### src/design/sram_ctrl_consts.svh
// Timing and geometry constants for the async SRAM host controller
`ifndef SRAM_CTRL_CONSTS_SVH
`define SRAM_CTRL_CONSTS_SVH

`define SRAM_ADDR_W 17
`define SRAM_DATA_W 8
`define SRAM_CLK_PERIOD_NS 10
// Read access time, ns (address or select to data valid)
`define SRAM_T_ACCESS_NS 10
// Least store strobe pulse width, ns
`define SRAM_T_STORE_PULSE_NS 7
// Store strobe low to device data float, ns (longest)
`define SRAM_T_STORE_FLOAT_NS 5
// Least data setup to write end, ns
`define SRAM_T_DATA_SETUP_NS 5
// Least read cycle time, ns
`define SRAM_T_READ_CYCLE_NS 10
// Select high to data float, ns (longest)
`define SRAM_T_SEL_FLOAT_NS 5

// Cycle counts: least times round up, none below one cycle
`define SRAM_CEIL_CYC(ns) \
  ((((ns) + `SRAM_CLK_PERIOD_NS - 1) / `SRAM_CLK_PERIOD_NS) < 1 ? 1 : \
  (((ns) + `SRAM_CLK_PERIOD_NS - 1) / `SRAM_CLK_PERIOD_NS))
// Access time reaches the first sync flop; one more edge per sync flop
`define SRAM_READ_CYC (`SRAM_CEIL_CYC(`SRAM_T_ACCESS_NS) + 2)
`define SRAM_FLOAT_CYC `SRAM_CEIL_CYC(`SRAM_T_STORE_FLOAT_NS)
`define SRAM_STORE_CYC \
  `SRAM_CEIL_CYC(`SRAM_T_STORE_PULSE_NS + `SRAM_T_DATA_SETUP_NS)
`define SRAM_TURN_CYC `SRAM_CEIL_CYC(`SRAM_T_SEL_FLOAT_NS)
`define SRAM_CNT_W 4

`endif

### src/design/sram_ctrl_pkg.sv
// Types for the async SRAM host controller
package sram_ctrl_pkg;
  typedef enum logic [2:0] {
    ST_IDLE,
    ST_READ,
    ST_WFLOAT,
    ST_WSTORE,
    ST_WEND,
    ST_TURN
  } state_t;
endpackage

### src/design/sram_host_ctrl.sv
// Host controller driving a 128K x 8 asynchronous SRAM through its pins
//
// Functional notes
// - Write window is overlap of select low and store low; a rise ends it.
// - Write data setup and hold are timed from the write-ending strobe edge.
// - Strobe-governed write with drive enable low lasts float delay plus setup.
// - Host never drives data while the device may still drive at write start.
// - Read by select needs address valid before or as select falls.
`timescale 1ns/1ns
`default_nettype none
`include "sram_ctrl_consts.svh"

module sram_host_ctrl #(
  parameter int ADDR_W = `SRAM_ADDR_W,
  parameter int DATA_W = `SRAM_DATA_W
) (
  input wire logic SYS_CLK_I,
  input wire logic SYS_RST_I,
  // User request side
  input wire logic REQ_VALID_I,
  input wire logic REQ_WRITE_I,
  input wire logic [ADDR_W-1:0] REQ_ADDR_I,
  input wire logic [DATA_W-1:0] REQ_WDATA_I,
  output logic REQ_READY_O,
  output logic RD_VALID_O,
  output logic [DATA_W-1:0] RD_DATA_O,
  // SRAM pins
  output logic [ADDR_W-1:0] ADDR_LINES_O,
  output logic CHIP_SEL_N_O,
  output logic DRIVE_EN_N_O,
  output logic STORE_N_O,
  output logic [DATA_W-1:0] DATA_LINES_O,
  output logic DATA_LINES_OE_O,
  input wire logic [DATA_W-1:0] DATA_LINES_I
);

  localparam int CNT_W = `SRAM_CNT_W;
  localparam logic [`SRAM_CNT_W-1:0] READ_CYC = `SRAM_CNT_W'(`SRAM_READ_CYC);
  localparam logic [`SRAM_CNT_W-1:0] FLOAT_CYC =
    `SRAM_CNT_W'(`SRAM_FLOAT_CYC);
  localparam logic [`SRAM_CNT_W-1:0] STORE_CYC =
    `SRAM_CNT_W'(`SRAM_STORE_CYC);
  localparam logic [`SRAM_CNT_W-1:0] TURN_CYC = `SRAM_CNT_W'(`SRAM_TURN_CYC);

  sram_ctrl_pkg::state_t state_reg;
  logic [`SRAM_CNT_W-1:0] cnt_reg;
  logic [DATA_W-1:0] din_meta_reg;
  logic [DATA_W-1:0] din_sync_reg;
  // Shared decodes of the sequencer state
  logic accept;
  logic read_last;
  logic wfloat_last;
  logic wstore_last;
  logic turn_last;

  // Timed states leave on the edge at which the down-counter reads one;
  // the counter is loaded with the full count as the state is entered
  function automatic logic at_last(input logic [CNT_W-1:0] cnt);
    return cnt == CNT_W'(1'b1);
  endfunction

  // Acceptance and the last cycle of each timed state drive the pins,
  // the data driver, the read capture and ready from one place, so the
  // processes below cannot disagree on when a phase ends
  assign accept = state_reg == sram_ctrl_pkg::ST_IDLE && REQ_VALID_I;
  assign read_last = state_reg == sram_ctrl_pkg::ST_READ && at_last(cnt_reg);
  assign wfloat_last = state_reg == sram_ctrl_pkg::ST_WFLOAT &&
    at_last(cnt_reg);
  assign wstore_last = state_reg == sram_ctrl_pkg::ST_WSTORE &&
    at_last(cnt_reg);
  assign turn_last = state_reg == sram_ctrl_pkg::ST_TURN && at_last(cnt_reg);

  // Pin data is asynchronous to our clock; two flops before any use
  // Only the data lines come back from the pins; everything else is ours
  always_ff @(posedge SYS_CLK_I) begin
    din_meta_reg <= DATA_LINES_I;
    din_sync_reg <= din_meta_reg;
  end

  // Read walk: select and drive enable fall on the accepting edge; the
  // first sync flop samples the pins one access time later and the byte
  // is taken two edges after that, on the edge that raises select again.
  // A slower part or longer board traces need a larger access constant;
  // the sync flops cost two cycles of latency but keep the capture safe.
  // Write walk: store falls with select while our driver stays off for
  // the float delay, then data is driven for the store pulse plus setup.
  // Store rises alone, and select and the driver follow one edge later,
  // so the store edge always ends the write and the data hold is a full
  // clock. Address and data are held from acceptance to the next one.
  // A turn cycle with select high follows every access so the part can
  // release the bus before the next select.
  // Sequencer: one access at a time, strobes move only on clock edges
  always_ff @(posedge SYS_CLK_I) begin
    if (SYS_RST_I) begin
      state_reg <= sram_ctrl_pkg::ST_IDLE;
      cnt_reg <= '0;
    end else begin
      unique case (state_reg)
        sram_ctrl_pkg::ST_IDLE: begin
          if (REQ_VALID_I) begin
            state_reg <= REQ_WRITE_I ? sram_ctrl_pkg::ST_WFLOAT
                                     : sram_ctrl_pkg::ST_READ;
            cnt_reg <= REQ_WRITE_I ? FLOAT_CYC : READ_CYC;
          end
        end
        sram_ctrl_pkg::ST_READ: begin
          // Two extra cycles cover the two-flop sampling delay of the data
          if (cnt_reg == 1) begin
            state_reg <= sram_ctrl_pkg::ST_TURN;
            cnt_reg <= TURN_CYC;
          end else begin
            cnt_reg <= cnt_reg - 1'b1;
          end
        end
        sram_ctrl_pkg::ST_WFLOAT: begin
          // Store is low but our driver stays off until the device floats
          if (cnt_reg == 1) begin
            state_reg <= sram_ctrl_pkg::ST_WSTORE;
            cnt_reg <= STORE_CYC;
          end else begin
            cnt_reg <= cnt_reg - 1'b1;
          end
        end
        sram_ctrl_pkg::ST_WSTORE: begin
          if (cnt_reg == 1) begin
            state_reg <= sram_ctrl_pkg::ST_WEND;
          end else begin
            cnt_reg <= cnt_reg - 1'b1;
          end
        end
        sram_ctrl_pkg::ST_WEND: begin
          state_reg <= sram_ctrl_pkg::ST_TURN;
          cnt_reg <= TURN_CYC;
        end
        sram_ctrl_pkg::ST_TURN: begin
          // Deselected gap lets the device release the bus
          if (cnt_reg == 1) begin
            state_reg <= sram_ctrl_pkg::ST_IDLE;
          end else begin
            cnt_reg <= cnt_reg - 1'b1;
          end
        end
      endcase
    end
  end

  // Address is latched at acceptance and held until the next one
  always_ff @(posedge SYS_CLK_I) begin
    if (SYS_RST_I) begin
      ADDR_LINES_O <= '0;
      DATA_LINES_O <= '0;
    end else if (accept) begin
      ADDR_LINES_O <= REQ_ADDR_I;
      DATA_LINES_O <= REQ_WDATA_I;
    end
  end

  // Strobes; select and address change in the same edge for reads
  always_ff @(posedge SYS_CLK_I) begin
    if (SYS_RST_I) begin
      CHIP_SEL_N_O <= 1'b1;
      DRIVE_EN_N_O <= 1'b1;
      STORE_N_O <= 1'b1;
    end else if (accept) begin
      CHIP_SEL_N_O <= 1'b0;
      DRIVE_EN_N_O <= REQ_WRITE_I;
      STORE_N_O <= !REQ_WRITE_I;
    end else if (wstore_last) begin
      // Store alone rises and ends the write; select stays low one more
      // cycle so the ending edge is unambiguous
      STORE_N_O <= 1'b1;
    end else if (read_last || state_reg == sram_ctrl_pkg::ST_WEND) begin
      CHIP_SEL_N_O <= 1'b1;
      DRIVE_EN_N_O <= 1'b1;
      STORE_N_O <= 1'b1;
    end
  end

  // Data driver: on only in the store phase and the hold cycle after it
  always_ff @(posedge SYS_CLK_I) begin
    if (SYS_RST_I) begin
      DATA_LINES_OE_O <= 1'b0;
    end else if (wfloat_last) begin
      DATA_LINES_OE_O <= 1'b1;
    end else if (state_reg == sram_ctrl_pkg::ST_WEND) begin
      DATA_LINES_OE_O <= 1'b0; // Held one cycle past store rise
    end
  end

  // Read data capture from the synchronised lines
  always_ff @(posedge SYS_CLK_I) begin
    if (SYS_RST_I) begin
      RD_VALID_O <= 1'b0;
      RD_DATA_O <= '0;
    end else begin
      RD_VALID_O <= read_last;
      if (read_last) begin
        RD_DATA_O <= din_sync_reg;
      end
    end
  end

  // Ready registered: high only while idle, low from the edge that accepts
  // A request held while busy is not taken and nothing is queued
  always_ff @(posedge SYS_CLK_I) begin
    if (SYS_RST_I) begin
      REQ_READY_O <= 1'b0;
    end else if (state_reg == sram_ctrl_pkg::ST_IDLE) begin
      REQ_READY_O <= !REQ_VALID_I;
    end else begin
      REQ_READY_O <= turn_last;
    end
  end

endmodule
`default_nettype wire

### config.mk
export PLATFORM = sky130hd
export DESIGN_NAME = sram_host_ctrl
export DESIGN_NICKNAME = d
export VERILOG_FILES = /design/src/design/sram_ctrl_pkg.sv /design/src/design/sram_host_ctrl.sv
export VERILOG_INCLUDE_DIRS = /design/src /design/src/design
export SDC_FILE = /design/constraint.sdc
export NUM_CORES = 1
export LEC_CHECK = 0
export BUFFER_PORTS_ARGS = -buffer_cell sky130_fd_sc_hd__buf_2
export CAP_MARGIN = 5
export CORE_MARGIN = 5
export CORE_UTILIZATION = 51
export CTS_CLUSTER_SIZE = 28
export DETAILED_ROUTE_END_ITERATION = 8
export PLACE_DENSITY = 0.91
export SETUP_SLACK_MARGIN = 0.1
export SYNTH_ARGS = -nofsm -noshare
export SYNTH_HDL_FRONTEND = slang
export SYNTH_SLANG_ARGS = --single-unit
### constraint.sdc
create_clock -name SYS_CLK_I -period 3 [get_ports SYS_CLK_I]
set_clock_uncertainty 0.2 [all_clocks]
set_input_delay 0.6 -clock SYS_CLK_I [delete_from_list [all_inputs] [get_ports SYS_CLK_I]]
set_output_delay 0.6 -clock SYS_CLK_I [all_outputs]
set_load 0.01 [all_outputs]
==> key figures, run 1 <==
Critical path
  • WS Path Type: flop to flop
  • Crit. End Element: flop
  • Critical path startpoint category: flop
  • Slowest cell on crit path: nand3_1
  • Cells along the critical path: ha_1, nor4b_1, nand3_1, mux2i_1, nor2_1
  • Crit path buf inv count: 0
  • CP Max Fanout: 9
  • CP top delay family: simple AND/OR/NAND/NOR gates
  • Required time worst endpoint: 2990 ps
  • Critical path arrival: 2350 ps
  • CP peak stage delay: approximately 500 ps

Clock tree
  • TritonCTS clock tree: built
  • Post-CTS setup buffers: 0
  • Total CTS buffers: 9
  • Post-CTS Resized: 0
  • Post-CTS Hold Buffers: 0
  • H-tree levels: 3
  • Root Driver: clkbuf_8
  • Worst-Skew Late Latency: roughly 330 ps
  • Clock tree buffer depth: 2
  • Clock Sinks: 62
  • Clk pin slew, worst setup/hold paths: approximately 70 ps

Layout
  • Most frequent cells in the layout: buf_2, dfxtp_1, nand2_1, a21oi_1, nor2_1
  • Area of the multi-input gates: around 910 um^2
  • # nets final: 356
  • Most common cell after layout, fill and taps aside: buf_2
  • Sequential cell area: between 0.001 and 0.0015 mm^2
  • Antenna diodes: 0
  • Fill cells: 363
  • Area grow syn2layout: 25.0%
  • Biggest register: ADDR_LINES_O
  • Layout cells sized above 1: 31.7%
  • Largest register FFs: 17
  • Finished Layout Cells: between 300 and 400

Synth
  • Syn nets: 284
  • Mux share of post-synthesis cell area: approximately 4.5%
  • Main synth FF type: dfxtp_1
  • Top cells by area, synth: dfxtp_1, nand2_1, a21oi_1
  • Largest family of logic cells by synthesized area: simple AND/OR/NAND/NOR gates
  • Simple-gate portion of the synthesized area: between 20% and 30%
  • Sequential-to-total area share from yosys stat: 55.4%
  • EDFF count, synth: 0
  • Post-Synth XOR/XNOR Area: 0.391%
  • Post-synthesis async set-or-reset flop share: 0%
  • Compound-cell area share of the yosys netlist: around 14%
  • Post-Synth Adder-Cell Area: approximately 1.1%
  • Synth Cell Area: 0.00224 mm^2
  • Yosys reg bits: 62
  • Cell variety after synth: 43
  • Synth top area share: between 50% and 60%
  • Post-synthesis cell count: 245
  • Yosys warns: 0
  • Syn_area_per_cell: ~9 um^2
  • Yosys top cell by area: dfxtp_1

GRT
  • Overflow after GRT: 0
  • Initial antenna violation count: 0
  • Global-route wire length before repair: 8720 um
  • Global Route Usage Sum: 18.4%
  • Pin count of the biggest net entering global routing: between 40 and 50
  • Vias in the first global route: a little under 2,000

Timing
  • Setup violations, final: 0
  • Minimum clock period: between 2000 and 2500 ps
  • Final Hold Viols: 0
  • Hold Slack: 128 ps
  • Fmax: 0.425 GHz
  • RSZ-0062 raised after global routing: false
  • Rel. slew slack: roughly 40%
  • Tcrit/Tclk final: 78.5%
  • Fin. max-slew vios: 0
  • Final setup TNS: 0 ps
  • Worst-Margin Slew: roughly 900 ps

Detailed routing
  • Total wire length: approximately 5000 um
  • Vias: a little under 2,000
  • Wire per inst: between 10 and 15 um
  • Vias per cell: between 5 and 6
  • Routed Antenna Nets: 0
  • TritonRoute pass-1 iters: 4
  • Iteration-0 DRC Markers: ~140
  • DRC violations left: 0

Placement
  • Gpl congestion: 0.849
  • Cell count after placement: ~360
  • PortBufs: 75
  • Dpl hpwl: 3520 um

Power
  • Pwr Density: between 800 and 900 mW/mm^2
  • Internal power: roughly 0.0015 W
  • Comb power frac: about a quarter
  • VDD IR-drop max: approximately 0.47 mV
  • Seq pwr share: between 40% and 50%
  • Leak: approximately 1.3 nW
  • Clock power share: approximately 28%
  • Sw Share: between 30% and 40%
  • Sw Pwr: between 0.0007 and 0.0008 W

Floorplanning
  • I/O pin count: 76
  • Chip Height: 76.3 um
  • DIE AREA: around 0.0058 mm^2
  • Num rows: 24
  • Initial core utilization: a little over half
  • Chip Width: 76.3 um
  • Core Area: approximately 0.0043 mm^2

Flow run
  • Max-cap violations: 0

Worst hold path
  • Hold/Removal Path Class: flop to flop

Outcome
  • Outcome: finished, final reports clean
==> cell families (layout without fill, tap and decap cells) <==
kind of cell | count (synthesis) | in the layout
and+or+nand+nor | 97 | 97
DFF | 62 | 62
AOI/OAI and AO/OA | 52 | 52
buffers and inverters | 21 | 98
muxes | 10 | 10
adders and majority gates | 2 | 2
xor gates and xnor gates | 1 | 1
==> power groups by stage <==
stage	sequential (W)	combinational (W)	clock, W
global placement	0.00103	0.000582	0
floorplan	0.00104	0.000416	0
global route	0.00104	0.000672	0.000688
finish	0.00102	0.000598	0.000625
CTS	0.00102	0.000603	0.000649
detailed placement	0.00104	0.000602	0
==> through the flow <==
stage | total power [W] | instance area [um^2] | util (%) | setup WS, ps
floorplan | 0.00146 | 2240 | - | 1070
global placement | 0.00162 | 2620 | 61.1 | 787
detailed placement | 0.00164 | 2620 | 61.1 | 659
CTS | 0.00227 | 2800 | 65.2 | 651
global route | 0.00240 | 2800 | 65.2 | 321
finish | 0.00225 | 2800 | 65.2 | 644
==> cells in the mapped netlist (all sizes together), types with 2 or more instances <==
library cell	n
or2	2
clkbuf	7
inv	5
nor3	5
a21o	2
a221oi	2
a21oi	33
nand3	4
or3	2
dfxtp	62
ha	2
nor2	14
nor3b	2
a211o	3
and3	2
nand2	56
mux2i	10
nor4b	2
buf	9
o21ai	2
or4b	2
==> worst paths after layout <==
check,from,endpoint,slack (ps),cells after the start
hold reg to reg,din_meta_reg[1],din_sync_reg[1],130,0
hold / removal,din_meta_reg[1],din_sync_reg[1],130,0
setup reg to reg,cnt_reg[0],RD_DATA_O[0],640,5
setup / recovery,cnt_reg[0],RD_DATA_O[0],640,5
==> routing by layer <==
layer	wire [um]	share of wire [%]	GRT usage (%)	vias up
li1	-	-	-	986
met1	2040	41	20.3	899
met2	2550	51	30.7	48
met3	285	5.7	7.45	10
met4	112	2.2	8.74	0
met5	0	0	0	-
==> worst register-to-register path: stages, from the launching register on <==
cell	delay, ps
dfxtp_1	460
ha_1	250
nor4b_1	430
nand3_1	500
mux2i_1	330
nor2_1	50
==> cell type report <==
class	instances	area share (%)
clock buffer	9	4.43
clock inverter	7	1.83
inverter	5	0.671
multi-input combinational	162	32.5
sequential	62	44.3
tap	52	2.32
timing repair buffer	77	13.9
Power figures use the tool's default switching activity.
==> inputs of run 2 (changes only) <==
--- a/config.mk
+++ b/config.mk
@@ -9,10 +9,10 @@
 export BUFFER_PORTS_ARGS = -buffer_cell sky130_fd_sc_hd__buf_2
 export CAP_MARGIN = 5
 export CORE_MARGIN = 5
-export CORE_UTILIZATION = 51
+export CORE_UTILIZATION = 44
 export CTS_CLUSTER_SIZE = 28
 export DETAILED_ROUTE_END_ITERATION = 8
-export PLACE_DENSITY = 0.91
+export PLACE_DENSITY = 0.84
 export SETUP_SLACK_MARGIN = 0.1
 export SYNTH_ARGS = -nofsm -noshare
 export SYNTH_HDL_FRONTEND = slang
==> constraint.sdc (replaced) <==
create_clock -name SYS_CLK_I -period 2.05 [get_ports SYS_CLK_I]
set_clock_uncertainty 0.2 [all_clocks]
set_input_delay 0.41 -clock SYS_CLK_I [delete_from_list [all_inputs] [get_ports SYS_CLK_I]]
set_output_delay 0.41 -clock SYS_CLK_I [all_outputs]
set_load 0.01 [all_outputs]
==> key figures, run 2 (synthesized netlist as in run 1, its figures left out) <==
Detailed routing
  • Iteration-0 DRC Markers: between 100 and 150
  • Vias per cell: between 4 and 5
  • Wire per inst: about 13 um
  • Routed Antenna Nets: 0
  • Vias: roughly 2,100
  • TritonRoute pass-1 iters: 4
  • DRC violations left: 0
  • Total wire length: 5440 um

Timing
  • Tcrit/Tclk final: approximately 94%
  • Hold Slack: 102 ps
  • Fmax: between 0.5 and 0.6 GHz
  • Fin. max-slew vios: 0
  • Minimum clock period: between 1500 and 2000 ps
  • Setup violations, final: 0
  • RSZ-0062 raised after global routing: true
  • Final Hold Viols: 0
  • Worst-Margin Slew: approximately 430 ps
  • Rel. slew slack: between 70 and 80%
  • Final setup TNS: 0 ps

Floorplanning
  • Core Area: approximately 0.005 mm^2
  • Chip Height: approximately 81 um
  • Chip Width: a little over 80 um
  • Num rows: 26
  • DIE AREA: 0.00661 mm^2
  • Initial core utilization: 44.7%
  • I/O pin count: between 70 and 80

Clock tree
  • Worst-Skew Late Latency: between 300 and 400 ps
  • Root Driver: clkbuf_8
  • TritonCTS clock tree: built
  • H-tree levels: 3
  • Clock tree buffer depth: 2
  • Clock Sinks: 62
  • Total CTS buffers: 9
  • Clk pin slew, worst setup/hold paths: ~70 ps

Placement
  • Cell count after placement: 385
  • PortBufs: 75
  • Gpl congestion: between 0.8 and 0.9
  • Placed cell areas: 0.00271 mm^2
  • Dpl hpwl: between 3000 and 4000 um

GRT
  • Initial antenna violation count: 0
  • Pin count of the biggest net entering global routing: 26
  • Global Route Usage Sum: 18.0%
  • Overflow after GRT: 0
  • Vias in the first global route: roughly 2,100
  • Global-route wire length before repair: about 9000 um

Layout
  • Antenna diodes: 0
  • Layout cells sized above 1: 35.2%
  • Fill cells: ~420
  • Sequential cell area: 0.00124 mm^2
  • # nets final: approximately 380
  • Largest register FFs: 17
  • Most common cell after layout, fill and taps aside: buf_2
  • Final Cell Area: between 0.003 and 0.004 mm^2
  • Finished Layout Cells: ~400
  • Area of the multi-input gates: roughly 950 um^2
  • Most frequent cells in the layout: buf_2, dfxtp_1, nand2_1, a21oi_1, nor2_1
  • Area grow syn2layout: 37.6%
  • Biggest register: ADDR_LINES_O

Critical path
  • CP peak stage delay: 500 ps
  • Crit path buf inv count: 1
  • Cells along the critical path: inv_2, ha_4, or4b_4, o2111ai_4, nor4bb_1, a211o_1
  • CP top delay family: simple AND/OR/NAND/NOR gates
  • Crit. End Element: flop
  • Reg2reg path depth: 6
  • R2R Setup Slk: about 120 ps
  • Required time worst endpoint: 2090 ps
  • Critical path startpoint category: flop
  • CP Max Fanout: 5
  • Critical path arrival: ~2000 ps
  • Slowest cell on crit path: or4b_4
  • WS Path Type: flop to flop
  • Cell count along the critical path: 6

Outcome
  • Outcome: finished, final reports clean

Flow run
  • Max-cap violations: 0

Worst hold path
  • Hold/Removal Path Class: input port to flop
  • Hold path cells: 3

Power
  • VDD IR-drop max: around 0.70 mV
  • Leak: 1.45 nW
  • Pwr Density: ~1200 mW/mm^2
==> run 2: changes by cell type in the layout (fill, tap and decap cells not counted), sizes merged <==
cell	previous run	this run
buf	77	88
dlygate4sd3	0	8
clkinv	5	2
inv	5	8
bufinv	0	2
clkinvlp	2	0
==> run 2: area by class of cell <==
cell class                 instances  area share, %
tap                               70           2.84
timing repair buffer              96           18.0
clock buffer                       9           4.02
multi-input combinational        162           30.8
sequential                        62           40.4
inverter                           5          0.610
clock inverter                     7           3.37
==> run 2: layer usage <==
metal	vias to the layer above	wire, um	track usage (%)
li1	1022	-	-
met1	936	2150	19.7
met2	77	2750	29.8
met3	18	345	5.65
met4	0	195	12.2
met5	-	0	0
==> run 2: worst min-delay path, cell delays in order <==
cell,delay (ps)
buf_2,90
nand2_1,50
a21oi_1,50
==> run 2: path summary, 6_finish.rpt <==
path	endpoint	from
hold / removal	ADDR_LINES_O[14]	REQ_ADDR_I[14]
hold reg to reg	din_sync_reg[1]	din_meta_reg[1]
setup reg to reg	cnt_reg[3]	cnt_reg[1]
setup / recovery	cnt_reg[3]	cnt_reg[1]
==> run 2: what timing repair did <==
item                       CTS  global route
pin swaps                    3             1
hold buffers                 8             0
buffers inserted             2             0
setup endpoints to repair    3             5
gates resized for setup      7             3
hold endpoints to repair     8             0
==> run 2: through the flow <==
stage | setup WS [ps] | total power (W) | utilization [%]
after global placement | 131 | 0.00243 | 54.2
after CTS | 114 | 0.00377 | 61.3
after detailed placement | 74.9 | 0.00247 | 54.2
after floorplan | 116 | 0.00214 | -
after global routing | 76.8 | 0.00398 | 61.5
final | 119 | 0.00376 | 61.5
==> run 2: report_power, final <==
part | internal [W] | leakage, nW | switching, W
logic | 0.000495 | 0.821 | 0.000547
clock network | 0.000701 | 0.115 | 0.000512
registers | 0.00137 | 0.512 | 0.000134
total | 0.00256 | 1.45 | 0.00119
